[config.mk]
export PLATFORM = sky130hd
export DESIGN_NAME = dfe_escalate
export DESIGN_NICKNAME = d
export VERILOG_FILES = /design/src/rtl/dfe_pkg.sv /design/src/rtl/dfe_classify.sv /design/src/rtl/dfe_escalate.sv
export SDC_FILE = /design/constraint.sdc
export NUM_CORES = 1
export LEC_CHECK = 0
export ABC_AREA = 0
export BUFFER_PORTS_ARGS = -buffer_cell sky130_fd_sc_hd__clkbuf_2
export CORE_MARGIN = 3
export CORE_UTILIZATION = 59
export DETAILED_ROUTE_END_ITERATION = 12
export PLACE_DENSITY_LB_ADDON = 0.25
export SYNTH_ARGS = -nofsm -noshare
export SYNTH_HDL_FRONTEND = slang
export SYNTH_SLANG_ARGS = --single-unit
[constraint.sdc]
create_clock -name CLOCK -period 5.1 [get_ports CLOCK]
set_input_delay 0.51 -clock CLOCK [delete_from_list [all_inputs] [get_ports CLOCK]]
set_output_delay 0.51 -clock CLOCK [all_outputs]
set_load 0.05 [all_outputs]
[src/rtl/dfe_pkg.sv]
package dfe_pkg;

    typedef enum logic [1:0] {CLS_BENIGN, CLS_CONTRIB, CLS_PAGE} dfe_class_e;

    typedef enum logic [2:0] {
        ST_IDLE,
        ST_CALL,
        ST_CALL_DBL,
        ST_SHUTDOWN,
        ST_WAKE,
        ST_LOCKED
    } dfe_state_e;

    localparam logic [7:0] VEC_DE = 8'h00;
    localparam logic [7:0] VEC_DBLF = 8'h08;
    localparam logic [7:0] VEC_CSO = 8'h09;
    localparam logic [7:0] VEC_TS = 8'h0a;
    localparam logic [7:0] VEC_NP = 8'h0b;
    localparam logic [7:0] VEC_SS = 8'h0c;
    localparam logic [7:0] VEC_GPROT = 8'h0d;
    localparam logic [7:0] VEC_PF = 8'h0e;
    localparam logic [7:0] VEC_AC = 8'h11;
    localparam logic [31:0] ERR_DBLF = 32'h0000_0000;

    localparam int PIN_NMI = 0;
    localparam int PIN_SYSM = 1;
    localparam int PIN_INIT = 2;
    localparam int PIN_A20 = 3;
    localparam int PIN_W = 4;

    localparam int WAKE_NMI = 0;
    localparam int WAKE_SYSM = 1;
    localparam int WAKE_INIT = 2;
    localparam int WAKE_W = 3;

    typedef struct packed {
        logic valid;
        logic [7:0] vector;
        logic is_irq;
        logic prefetch;
        logic [31:0] err_code;
    } dfe_exc_s;

    typedef struct packed {
        logic valid;
        logic [7:0] vector;
        logic abort;
        logic push_err;
        logic [31:0] err_code;
        logic ip_defined;
    } dfe_deliv_s;

    localparam dfe_deliv_s DELIV_RST = '0;
    localparam dfe_exc_s EXC_RST = '0;
    localparam dfe_state_e STATE_RST = ST_IDLE;
    localparam logic [PIN_W-1:0] PIN_RST = 4'h0;
    localparam logic [WAKE_W-1:0] WAKE_RST = 3'h0;

endpackage : dfe_pkg

[src/rtl/dfe_classify.sv]
`timescale 1ns/1ns
module dfe_classify
    import dfe_pkg::*;
(
    input wire logic [7:0] vector,
    input wire logic is_irq,
    output dfe_class_e cls
);

    // unlisted vectors fall into the benign class so they never raise a double fault
    always_comb begin
        cls = CLS_BENIGN;
        if (!is_irq) begin
            if (vector == VEC_DE || vector == VEC_TS || vector == VEC_NP ||
                vector == VEC_SS || vector == VEC_GPROT) begin
                cls = CLS_CONTRIB;
            end else if (vector == VEC_PF) begin
                cls = CLS_PAGE;
            end
        end
    end

endmodule : dfe_classify

[src/rtl/dfe_escalate.sv]
`timescale 1ns/1ns
module dfe_escalate
    import dfe_pkg::*;
(
    input wire logic CLOCK,
    input wire logic RSTN,
    input dfe_exc_s EXC,
    input wire logic CALL_DONE,
    input wire logic STATE_CORRUPT,
    input wire logic IN_NMI_HANDLER,
    input wire logic SYSTEM_MGMT_STATE,
    input wire logic COPRO_LEGACY,
    input wire logic NMI_PIN,
    input wire logic SYSTEM_MGMT_INTERRUPT_PIN,
    input wire logic INIT_PIN,
    input wire logic ADDRESS_BIT20_MASK_PIN,
    output dfe_deliv_s DELIVER,
    output logic SHUTDOWN_CYCLE,
    output logic HALTED,
    output logic [WAKE_W-1:0] WAKE_SRC,
    output logic ADDRESS_BIT20_MASK_SERVICE,
    output logic ADDRESS_BIT20_MASK_LEVEL
);

    function automatic logic has_err(input logic [7:0] vec);
        has_err = (vec == VEC_DBLF) || (vec == VEC_TS) || (vec == VEC_NP) ||
                  (vec == VEC_SS) || (vec == VEC_GPROT) || (vec == VEC_PF) ||
                  (vec == VEC_AC);
    endfunction : has_err

    function automatic logic escalates(input dfe_class_e first, input dfe_class_e second);
        escalates = ((first == CLS_CONTRIB || first == CLS_PAGE) && second == CLS_CONTRIB) ||
                    (first == CLS_PAGE && second == CLS_PAGE);
    endfunction : escalates

    function automatic dfe_deliv_s start_call(input logic [7:0] vec, input logic is_irq,
                                              input logic [31:0] err);
        dfe_deliv_s d;
        d.valid = 1'b1;
        d.vector = vec;
        d.abort = (vec == VEC_DBLF) || (vec == VEC_CSO);
        d.push_err = !is_irq && has_err(vec);
        d.err_code = d.push_err ? err : 32'h0000_0000;
        d.ip_defined = (vec != VEC_DBLF);
        start_call = d;
    endfunction : start_call

    // pin synchronisers: three stages, level accepted when stages two and three agree
    logic [PIN_W-1:0] pins;
    logic [PIN_W-1:0] s1_r, s2_r, s3_r, filt_r;
    logic [PIN_W-1:0] s1_nxt, s2_nxt, s3_nxt, filt_nxt;
    logic [PIN_W-1:0] rise;
    logic [PIN_W-1:0] chg;

    assign pins = {ADDRESS_BIT20_MASK_PIN, INIT_PIN, SYSTEM_MGMT_INTERRUPT_PIN, NMI_PIN};

    genvar gi;
    generate
        for (gi = 0; gi < PIN_W; gi++) begin : g_sync
            always_comb begin
                s1_nxt[gi] = pins[gi];
                s2_nxt[gi] = s1_r[gi];
                s3_nxt[gi] = s2_r[gi];
                filt_nxt[gi] = (s2_r[gi] == s3_r[gi]) ? s3_r[gi] : filt_r[gi];
                chg[gi] = (s2_r[gi] == s3_r[gi]) && (s3_r[gi] != filt_r[gi]);
                rise[gi] = chg[gi] && s3_r[gi];
            end
            always_ff @(posedge CLOCK or negedge RSTN) begin
                if (!RSTN) begin
                    s1_r[gi] <= 1'b0;
                    s2_r[gi] <= 1'b0;
                    s3_r[gi] <= 1'b0;
                    filt_r[gi] <= 1'b0;
                end else begin
                    s1_r[gi] <= s1_nxt[gi];
                    s2_r[gi] <= s2_nxt[gi];
                    s3_r[gi] <= s3_nxt[gi];
                    filt_r[gi] <= filt_nxt[gi];
                end
            end
        end
    endgenerate

    // incoming exception: remap retired vector, then classify
    logic [7:0] fix_vec;
    logic counts;
    dfe_class_e new_cls;

    always_comb begin
        fix_vec = EXC.vector;
        if (!EXC.is_irq && EXC.vector == VEC_CSO && !COPRO_LEGACY) begin
            fix_vec = VEC_GPROT;
        end
        // a fault raised during handler transfer counts; a prefetch-only one does not
        counts = EXC.valid && !EXC.prefetch;
    end

    dfe_classify u_classify (
        .vector(fix_vec),
        .is_irq(EXC.is_irq),
        .cls(new_cls)
    );

    // delivery state machine
    dfe_state_e state_r, state_nxt;
    dfe_deliv_s deliv_r, deliv_nxt;
    dfe_class_e cur_cls_r, cur_cls_nxt;
    dfe_exc_s pend_r, pend_nxt;
    dfe_class_e pend_cls_r, pend_cls_nxt;
    logic shut_cyc_r, shut_cyc_nxt;
    logic halted_r, halted_nxt;
    logic nmi_blk_r, nmi_blk_nxt;
    logic sysm_blk_r, sysm_blk_nxt;
    logic [WAKE_W-1:0] wake_r, wake_nxt;

    always_comb begin
        state_nxt = state_r;
        deliv_nxt = deliv_r;
        cur_cls_nxt = cur_cls_r;
        pend_nxt = pend_r;
        pend_cls_nxt = pend_cls_r;
        shut_cyc_nxt = 1'b0;
        nmi_blk_nxt = nmi_blk_r;
        sysm_blk_nxt = sysm_blk_r;
        wake_nxt = WAKE_RST;
        case (state_r)
            ST_IDLE: begin
                if (counts) begin
                    deliv_nxt = start_call(fix_vec, EXC.is_irq, EXC.err_code);
                    cur_cls_nxt = new_cls;
                    state_nxt = ST_CALL;
                end
            end
            ST_CALL: begin
                if (counts) begin
                    if (escalates(cur_cls_r, new_cls)) begin
                        pend_nxt = EXC_RST;
                        if (STATE_CORRUPT) begin
                            deliv_nxt = DELIV_RST;
                            state_nxt = ST_LOCKED;
                        end else begin
                            // error code forced to zero
                            deliv_nxt = start_call(VEC_DBLF, 1'b0, ERR_DBLF);
                            cur_cls_nxt = CLS_BENIGN;
                            state_nxt = ST_CALL_DBL;
                        end
                    end else begin
                        // single slot: a later serial exception replaces an earlier one
                        pend_nxt = EXC;
                        pend_nxt.vector = fix_vec;
                        pend_cls_nxt = new_cls;
                    end
                end else if (CALL_DONE) begin
                    if (pend_r.valid) begin
                        deliv_nxt = start_call(pend_r.vector, pend_r.is_irq,
                                               pend_r.err_code);
                        cur_cls_nxt = pend_cls_r;
                        pend_nxt = EXC_RST;
                    end else begin
                        deliv_nxt = DELIV_RST;
                        state_nxt = ST_IDLE;
                    end
                end
            end
            ST_CALL_DBL: begin
                if (counts) begin
                    deliv_nxt = DELIV_RST;
                    shut_cyc_nxt = 1'b1;
                    nmi_blk_nxt = IN_NMI_HANDLER;
                    sysm_blk_nxt = SYSTEM_MGMT_STATE;
                    state_nxt = ST_SHUTDOWN;
                end else if (CALL_DONE) begin
                    deliv_nxt = DELIV_RST;
                    state_nxt = ST_IDLE;
                end
            end
            ST_SHUTDOWN: begin
                // hardware reset is the only way out once either block bit is set
                if (!nmi_blk_r && !sysm_blk_r) begin
                    if (rise[PIN_SYSM]) begin
                        wake_nxt[WAKE_SYSM] = 1'b1;
                        state_nxt = ST_WAKE;
                    end else if (rise[PIN_NMI]) begin
                        wake_nxt[WAKE_NMI] = 1'b1;
                        state_nxt = ST_WAKE;
                    end else if (rise[PIN_INIT]) begin
                        wake_nxt[WAKE_INIT] = 1'b1;
                        state_nxt = ST_WAKE;
                    end
                end
            end
            ST_WAKE: begin
                nmi_blk_nxt = 1'b0;
                sysm_blk_nxt = 1'b0;
                state_nxt = ST_IDLE;
            end
            ST_LOCKED: begin
                state_nxt = ST_LOCKED;
            end
            default: begin
                state_nxt = ST_IDLE;
            end
        endcase
        halted_nxt = (state_nxt == ST_SHUTDOWN) || (state_nxt == ST_LOCKED);
    end

    always_ff @(posedge CLOCK or negedge RSTN) begin
        if (!RSTN) begin
            state_r <= STATE_RST;
            deliv_r <= DELIV_RST;
            cur_cls_r <= CLS_BENIGN;
            pend_r <= EXC_RST;
            pend_cls_r <= CLS_BENIGN;
            shut_cyc_r <= 1'b0;
            halted_r <= 1'b0;
            nmi_blk_r <= 1'b0;
            sysm_blk_r <= 1'b0;
            wake_r <= WAKE_RST;
        end else begin
            state_r <= state_nxt;
            deliv_r <= deliv_nxt;
            cur_cls_r <= cur_cls_nxt;
            pend_r <= pend_nxt;
            pend_cls_r <= pend_cls_nxt;
            shut_cyc_r <= shut_cyc_nxt;
            halted_r <= halted_nxt;
            nmi_blk_r <= nmi_blk_nxt;
            sysm_blk_r <= sysm_blk_nxt;
            wake_r <= wake_nxt;
        end
    end

    // mask-request changes are held while stopped and serviced once running again
    logic a20_pend_r, a20_pend_nxt;
    logic a20_srv_r, a20_srv_nxt;
    logic a20_lvl_r, a20_lvl_nxt;
    logic a20_run;

    always_comb begin
        a20_run = (state_r != ST_SHUTDOWN) && (state_r != ST_WAKE) && (state_r != ST_LOCKED);
        a20_srv_nxt = a20_pend_r && a20_run;
        // a new change in the service cycle wins over the clear
        a20_pend_nxt = chg[PIN_A20] || (a20_pend_r && !a20_srv_nxt);
        a20_lvl_nxt = a20_srv_nxt ? filt_r[PIN_A20] : a20_lvl_r;
    end

    always_ff @(posedge CLOCK or negedge RSTN) begin
        if (!RSTN) begin
            a20_pend_r <= 1'b0;
            a20_srv_r <= 1'b0;
            a20_lvl_r <= 1'b0;
        end else begin
            a20_pend_r <= a20_pend_nxt;
            a20_srv_r <= a20_srv_nxt;
            a20_lvl_r <= a20_lvl_nxt;
        end
    end

    assign DELIVER = deliv_r;
    assign SHUTDOWN_CYCLE = shut_cyc_r;
    assign HALTED = halted_r;
    assign WAKE_SRC = wake_r;
    assign ADDRESS_BIT20_MASK_SERVICE = a20_srv_r;
    assign ADDRESS_BIT20_MASK_LEVEL = a20_lvl_r;
endmodule : dfe_escalate

==> results.cfg, run 1 <==
[setup_path]
r2r_slack_ps = 1900
r2r_start = state_r[2]$_DFF_PN0_
path_delay_family = simple AND/OR/NAND/NOR gates
endpoint_kind = flip-flop
cp-start-kind = flip-flop
crit_type = flip-flop to flip-flop
max_stage_delay_ps = 940
reg2reg_to = DELIVER[24]$_DFFE_PN0P_
crit_slowest_cell = o211a_1
worstPathArrival_ps = 3650
worst-path-max-fanout = 33
reg2reg_depth = 5
required_ps = 5550
cp.buffers_inverters = 0
crit_path_cell_trace = nor3b_1 > and3_1 > o211a_1 > a22o_1 > mux2_2

[clock_network]
cts_buffers = 17
clock_sinks = 119
holdBufCountCts = 0
h-tree-depth = 4
clock_path_buffers = 2
path_clk_slew_ps = 60
cts_resized = 0
cts_tree = done
clk_latency_ps = 520
post_cts_buffers = 0
clockRootBuffer = clkbuf_8

[drt]
drtAntennaViolNets = 0
dr.pass1.iters = 5
avgRoutedWirePerCell_um = 20.35
drc = 0
wirelength_um = 12880
vias = 4010
via_per_inst = 6.335
drt_iter0_markers = 208

[global_route]
grt_pass1_vias = 4122
antenna_found_initial = 0
grt_usage_pct = 26.80
grt_pass1_wl_um = 20930
grt_start_max_net_pins = 71
grt-ovfl-total = 0

[power]
power.density_nw_per_um2 = 469.8
p_leak_uw = 0.003224
ir_drop_uv = 295.1

[timing]
fmaxAchievable_ghz = 0.3121
finalMaxSlewViolations = 0
fin_ws_ps = 1896
post-route-period-util_pct = 62.83
rsz0062_at_grt = no
skew_ps = 8.020
finalHoldViolCount = 0
fin_crit_ps = 3204
setup-violations-final = 0
worst_pin_slew_ps = 1078
finalSetupTns_ps = 0
slew_headroom_pct = 28.15

[finish]
num-nets-final = 570
drive_gt1_share_pct = 36.74
area_growth_pct = 22.33
antenna_cells = 0

[logic_synthesis]
synth-seq-cells = 119
syn_area_um2 = 5274
synth_most_common_cell = dfrtp_1
synth_area_leaders = dfrtp_1 56%, a22o_1 13%, mux2_2 8.8%, o21ai_0 1.3%, nand2_1 1.2%
syn_avg_cell_area_um2 = 12.65
yosysSeqAreaShare_pct = 56.47
synth_area_leader_cell = dfrtp_1
synth_commonest_cells = 119 x dfrtp_1, 81 x a22o_1, 41 x mux2_2
async_reset_ff_share_pct = 100.0
synth_cell_types = 55
ys_warn_count = 0
syn_nets = 472
synth-edff-count = 0
synth_top_cell_area_share_pct = 56.47
syn-instance-count = 417
ys.flop_type = dfrtp_1

[place]
gp_congestion = 0.9451
dp.final_hpwl_um = 7982
numPortBuffers = 104
place_worst_setup_slack_ps = 2048

[min_path]
hp-class = input pin to asynchronous set/reset pin

[die]
die_y_um = 100.5
core_area_um2 = 8464
die_width_um = 100.5
die-area_um2 = 10110
io_pins = 105
rows = 33
start_util_pct = 62.31

[job]
cap_viol_max_count = 0

[outcome]
status = completed
cells in the final DEF (no fill, tap or decap), types with 4 or more instances in the layout:
master / instances
a22o_1: 81
mux2_2: 41
and3_1: 4
nand3b_1: 5
o21ai_0: 14
nand2_1: 17
dfrtp_1: 119
clkbuf_2: 103
inv_1: 7
clkbuf_16: 16
nand2b_1: 7
nor2_1: 11
buf_4: 5
bufinv_16: 4
a21o_1: 5
nor3b_1: 4
maj3_1: 4
mux2_4: 4
a21oi_1: 6
nand3_1: 6
clkinv_4: 4
flip-flops by register name, indices dropped and copies added, names as in the netlist, 2 cells and up:
register / count
DELIVER: 44
pend_r: 42
filt_r: 4
s1_r: 4
s2_r: 4
s3_r: 4
WAKE_SRC: 3
state_r: 3
cur_cls_r: 2
pend_cls_r: 2
worst reg2reg max path, stage by stage, from the launching register on:
cell and delay, ps:
dfrtp_1 530, nor3b_1 700, and3_1 530, o211a_1 950, a22o_1 270, mux2_2 170
per-layer routing:
layer  vias up  share of wire (%)  track usage, %
li1       1776                  -               -
met3        33                7.2           7.197
met2       174                 50           42.41
met5         -                  0               0
met1      2027                 40           35.11
met4         0                2.6           11.40
power breakdown:
| group | switching (uW) | internal, uW | total [uW] |
|---|---|---|---|
| logic | 352 | 209 | 560 |
| clock network | 444 | 812 | 1260 |
| registers | 114 | 1100 | 1210 |
kinds of logic (layout without fill, tap and decap cells):
group / after synthesis / count (layout) / share of synthesized area (%)
AOI/OAI and AO/OA: 132 / 132 / 20.52
DFF: 119 / 119 / 56.47
and+or+nand+nor: 77 / 77 / 8.256
muxes: 47 / 47 / 10.27
buffers and inverters: 36 / 147 / 3.322
adders and majority gates: 5 / 5 / 0.9964
xor gates and xnor gates: 1 / 1 / 0.1661
metrics by stage:
step / util [%] / instances / hold slack (ps) / area [um^2] / power, uW
4_1_cts: 76.22 / 633 / 85.86 / 6451 / 3044
3_3_place_gp: 68.81 / 601 / 331.8 / 5824 / 1752
5_1_grt: 76.22 / 633 / 80.38 / 6451 / 3147
3_5_place_dp: 68.81 / 601 / 334.7 / 5824 / 1774
2_1_floorplan: - / 417 / 214.4 / 5274 / 1608
6_report: 76.22 / 633 / 96.78 / 6451 / 3030
area by class of cell:
cell class | instances | area, um^2
Clock buffer | 19 | 431.7
Fill cell | 554 | 2013
Timing Repair Buffer | 108 | 553.0
Tap cell | 105 | 131.4
Inverter | 7 | 26.28
Sequential cell | 119 | 2978
Clock inverter | 13 | 195.2
Multi-Input combinational cell | 262 | 2136
how the worst max path moves through the flow:
stage | from | slack, ps | cells after the start | end
2_1_floorplan | EXC[37] | 2870 | 6 | DELIVER[27]$_DFFE_PN0P_
3_3_place_gp | state_r[2]$_DFF_PN0_ | 2060 | 5 | DELIVER[16]$_DFFE_PN0P_
3_5_place_dp | state_r[2]$_DFF_PN0_ | 2050 | 5 | DELIVER[22]$_DFFE_PN0P_
4_1_cts | state_r[2]$_DFF_PN0_ | 1960 | 5 | DELIVER[24]$_DFFE_PN0P_
5_1_grt | state_r[2]$_DFF_PN0_ | 1670 | 5 | DELIVER[26]$_DFFE_PN0P_
6_report | state_r[2]$_DFF_PN0_ | 1900 | 5 | DELIVER[24]$_DFFE_PN0P_
Power figures use the tool's default switching activity.
==> run 2, diff against run 1 <==
CORE_UTILIZATION = 50   (was 59)
clock period = 2.81 ns   (was 5.1 ns; I/O delays follow)
==> run 2 against run 1 <==
  * Core utilization decreased by 11 points
  * Largest cell class unchanged
  * Sequential power increased by 81%
  * Largest power group is now sequential cells
  * Highest routed layer unchanged
  * Die area is 17% higher
==> results.cfg, run 2 (synthesis gave the netlist of run 1 again) <==
[power]
combPwrFrac_pct = 19.9
p_leak_uw = 0.003292
power.density_nw_per_um2 = 799.2
p_clk_share_pct = 38.4
swShare_pct = 29.58
ir_drop_uv = 713.1
p_seq_share_pct = 41.7
p_sw_uw = 1553
intPower_uw = 3697

[finish]
final_common_cell = dfrtp_1
drive_gt1_share_pct = 37.27
n_fill_cell = 790
final_cell_mix = 119 x dfrtp_1, 103 x clkbuf_2, 81 x a22o_1
seqCellArea_um2 = 2978
multiInputGateArea_um2 = 2136
largest_register_ffs = 44
antenna_cells = 0
area_growth_pct = 24.56
num-nets-final = 586

[clock_network]
clk_latency_ps = 500
h-tree-depth = 4
post_cts_buffers = 0
clock_path_buffers = 2
clock_sinks = 119
path_clk_slew_ps = 60
cts_buffers = 17
clockRootBuffer = clkbuf_8
cts_tree = done

[drt]
drtAntennaViolNets = 0
dr.pass1.iters = 4
drt_iter0_markers = 208
wirelength_um = 12060
avgRoutedWirePerCell_um = 17.86
vias = 3964
via_per_inst = 5.873
drc = 0

[global_route]
grt_start_max_net_pins = 68
antenna_found_initial = 0
grt-ovfl-total = 0
grt_pass1_vias = 3834
grt_pass1_wl_um = 19460
grt_usage_pct = 21.24

[die]
core_area_um2 = 10000
die-area_um2 = 11820
die_width_um = 108.7
io_pins = 105
rows = 36
start_util_pct = 52.74
die_y_um = 108.7

[setup_path]
endpoint_kind = flip-flop
required_ps = 3190
cp-start-kind = flip-flop
worstPathArrival_ps = 2860
crit_type = flip-flop to flip-flop
crit_path_cell_trace = or3b_2 > nor2_2 > o21ai_2 > nor2_4 > mux2_2
max_stage_delay_ps = 770
worst-path-max-fanout = 40
crit_slowest_cell = nor2_4

[timing]
fmaxAchievable_ghz = 0.4031
post-route-period-util_pct = 88.29
finalMaxSlewViolations = 0
setup-violations-final = 0
rsz0062_at_grt = no
worst_hold_slack_ps = 27.49
finalHoldViolCount = 0
worst_pin_slew_ps = 969.4
finalSetupTns_ps = 0
skew_ps = 10.55
fin_crit_ps = 2481
slew_headroom_pct = 35.22

[place]
dp.final_hpwl_um = 8034
gp_congestion = 0.8623
numPortBuffers = 104

[outcome]
status = completed

[job]
cap_viol_max_count = 0

[min_path]
hp-class = input pin to flip-flop
-- run 2: cell count changes in the layout (fill, tap and decap cells not counted) --
cell           delta
inv_6             -2
buf_4             +9
clkinv_2          +5
buf_12            +2
clkinvlp_4        -3
clkinv_4          -2
bufinv_16         -2
dlygate4sd3_1     +5
clkbuf_1          +1
clkbuf_8          +1
-- run 2: layout make-up --
| type | count | share of cell area, % |
|---|---|---|
| Sequential cell | 119 | 45.33 |
| Multi-Input combinational cell | 262 | 32.51 |
| Timing Repair Buffer | 124 | 10.82 |
| Clock buffer | 21 | 6.838 |
| Tap cell | 133 | 2.533 |
| Clock inverter | 9 | 1.562 |
| Inverter | 7 | 0.4000 |
-- run 2: path summary, 6_finish.rpt --
path,start,to,slack (ps),cells past startpoint
worst max-delay path,state_r[2]$_DFF_PN0_,pend_cls_r[0]$_DFFE_PN0P_,330,5
worst min register to register,s1_r[1]$_DFF_PN0_,s2_r[1]$_DFF_PN0_,350,0
worst max register to register,state_r[2]$_DFF_PN0_,pend_cls_r[0]$_DFFE_PN0P_,330,5
max in group asynchronous,RSTN,s2_r[0]$_DFF_PN0_,1640,3
min in group asynchronous,RSTN,DELIVER[37]$_DFFE_PN0P_,380,2
worst min-delay path,EXC[2],pend_r[2]$_DFFE_PN0P_,30,2
-- run 2: power by group through the flow --
stage | clock network [uW] | logic (uW) | registers [uW]
2_1_floorplan | 0 | 504 | 2410
3_3_place_gp | 0 | 1030 | 2190
3_5_place_dp | 0 | 1050 | 2200
4_1_cts | 2040 | 1060 | 2180
5_1_grt | 2120 | 1130 | 2220
6_report | 2020 | 1050 | 2190
-- run 2: metrics by stage --
stage	power (uW)	util (%)	instances	setup slack, ps	cell area, um^2
after floorplan	2918	-	417	661.1	5274
after global placement	3217	59.67	640	322.1	5967
after detailed placement	3250	59.67	640	164.4	5967
after CTS	5282	65.69	675	304.7	6569
after global routing	5467	65.69	675	182.9	6569
final	5250	65.69	675	328.9	6569
-- run 2: what timing repair did --
item | 4_1_cts | 5_1_grt
gates resized for setup | 0 | 0
endpoints found under the hold margin | 56 | 0
hold buffers | 5 | 0
-- run 2: metal layers --
| metal | global-route usage, % | up-vias | part of all wire (%) |
|---|---|---|---|
| met3 | 5.210 | 22 | 5.7 |
| li1 | - | 1810 | - |
| met1 | 30.04 | 1982 | 45 |
| met2 | 32.30 | 150 | 48 |
| met5 | 0 | - | 0 |
| met4 | 7.124 | 0 | 1.4 |
-- run 2: worst max-delay path: cells and delay by family (launching register included) --
kind / cells / cell delay, ps
AOI/OAI and AO/OA: 1 / 140
DFF: 1 / 370
muxes: 1 / 420
and+or+nand+nor: 3 / 1420
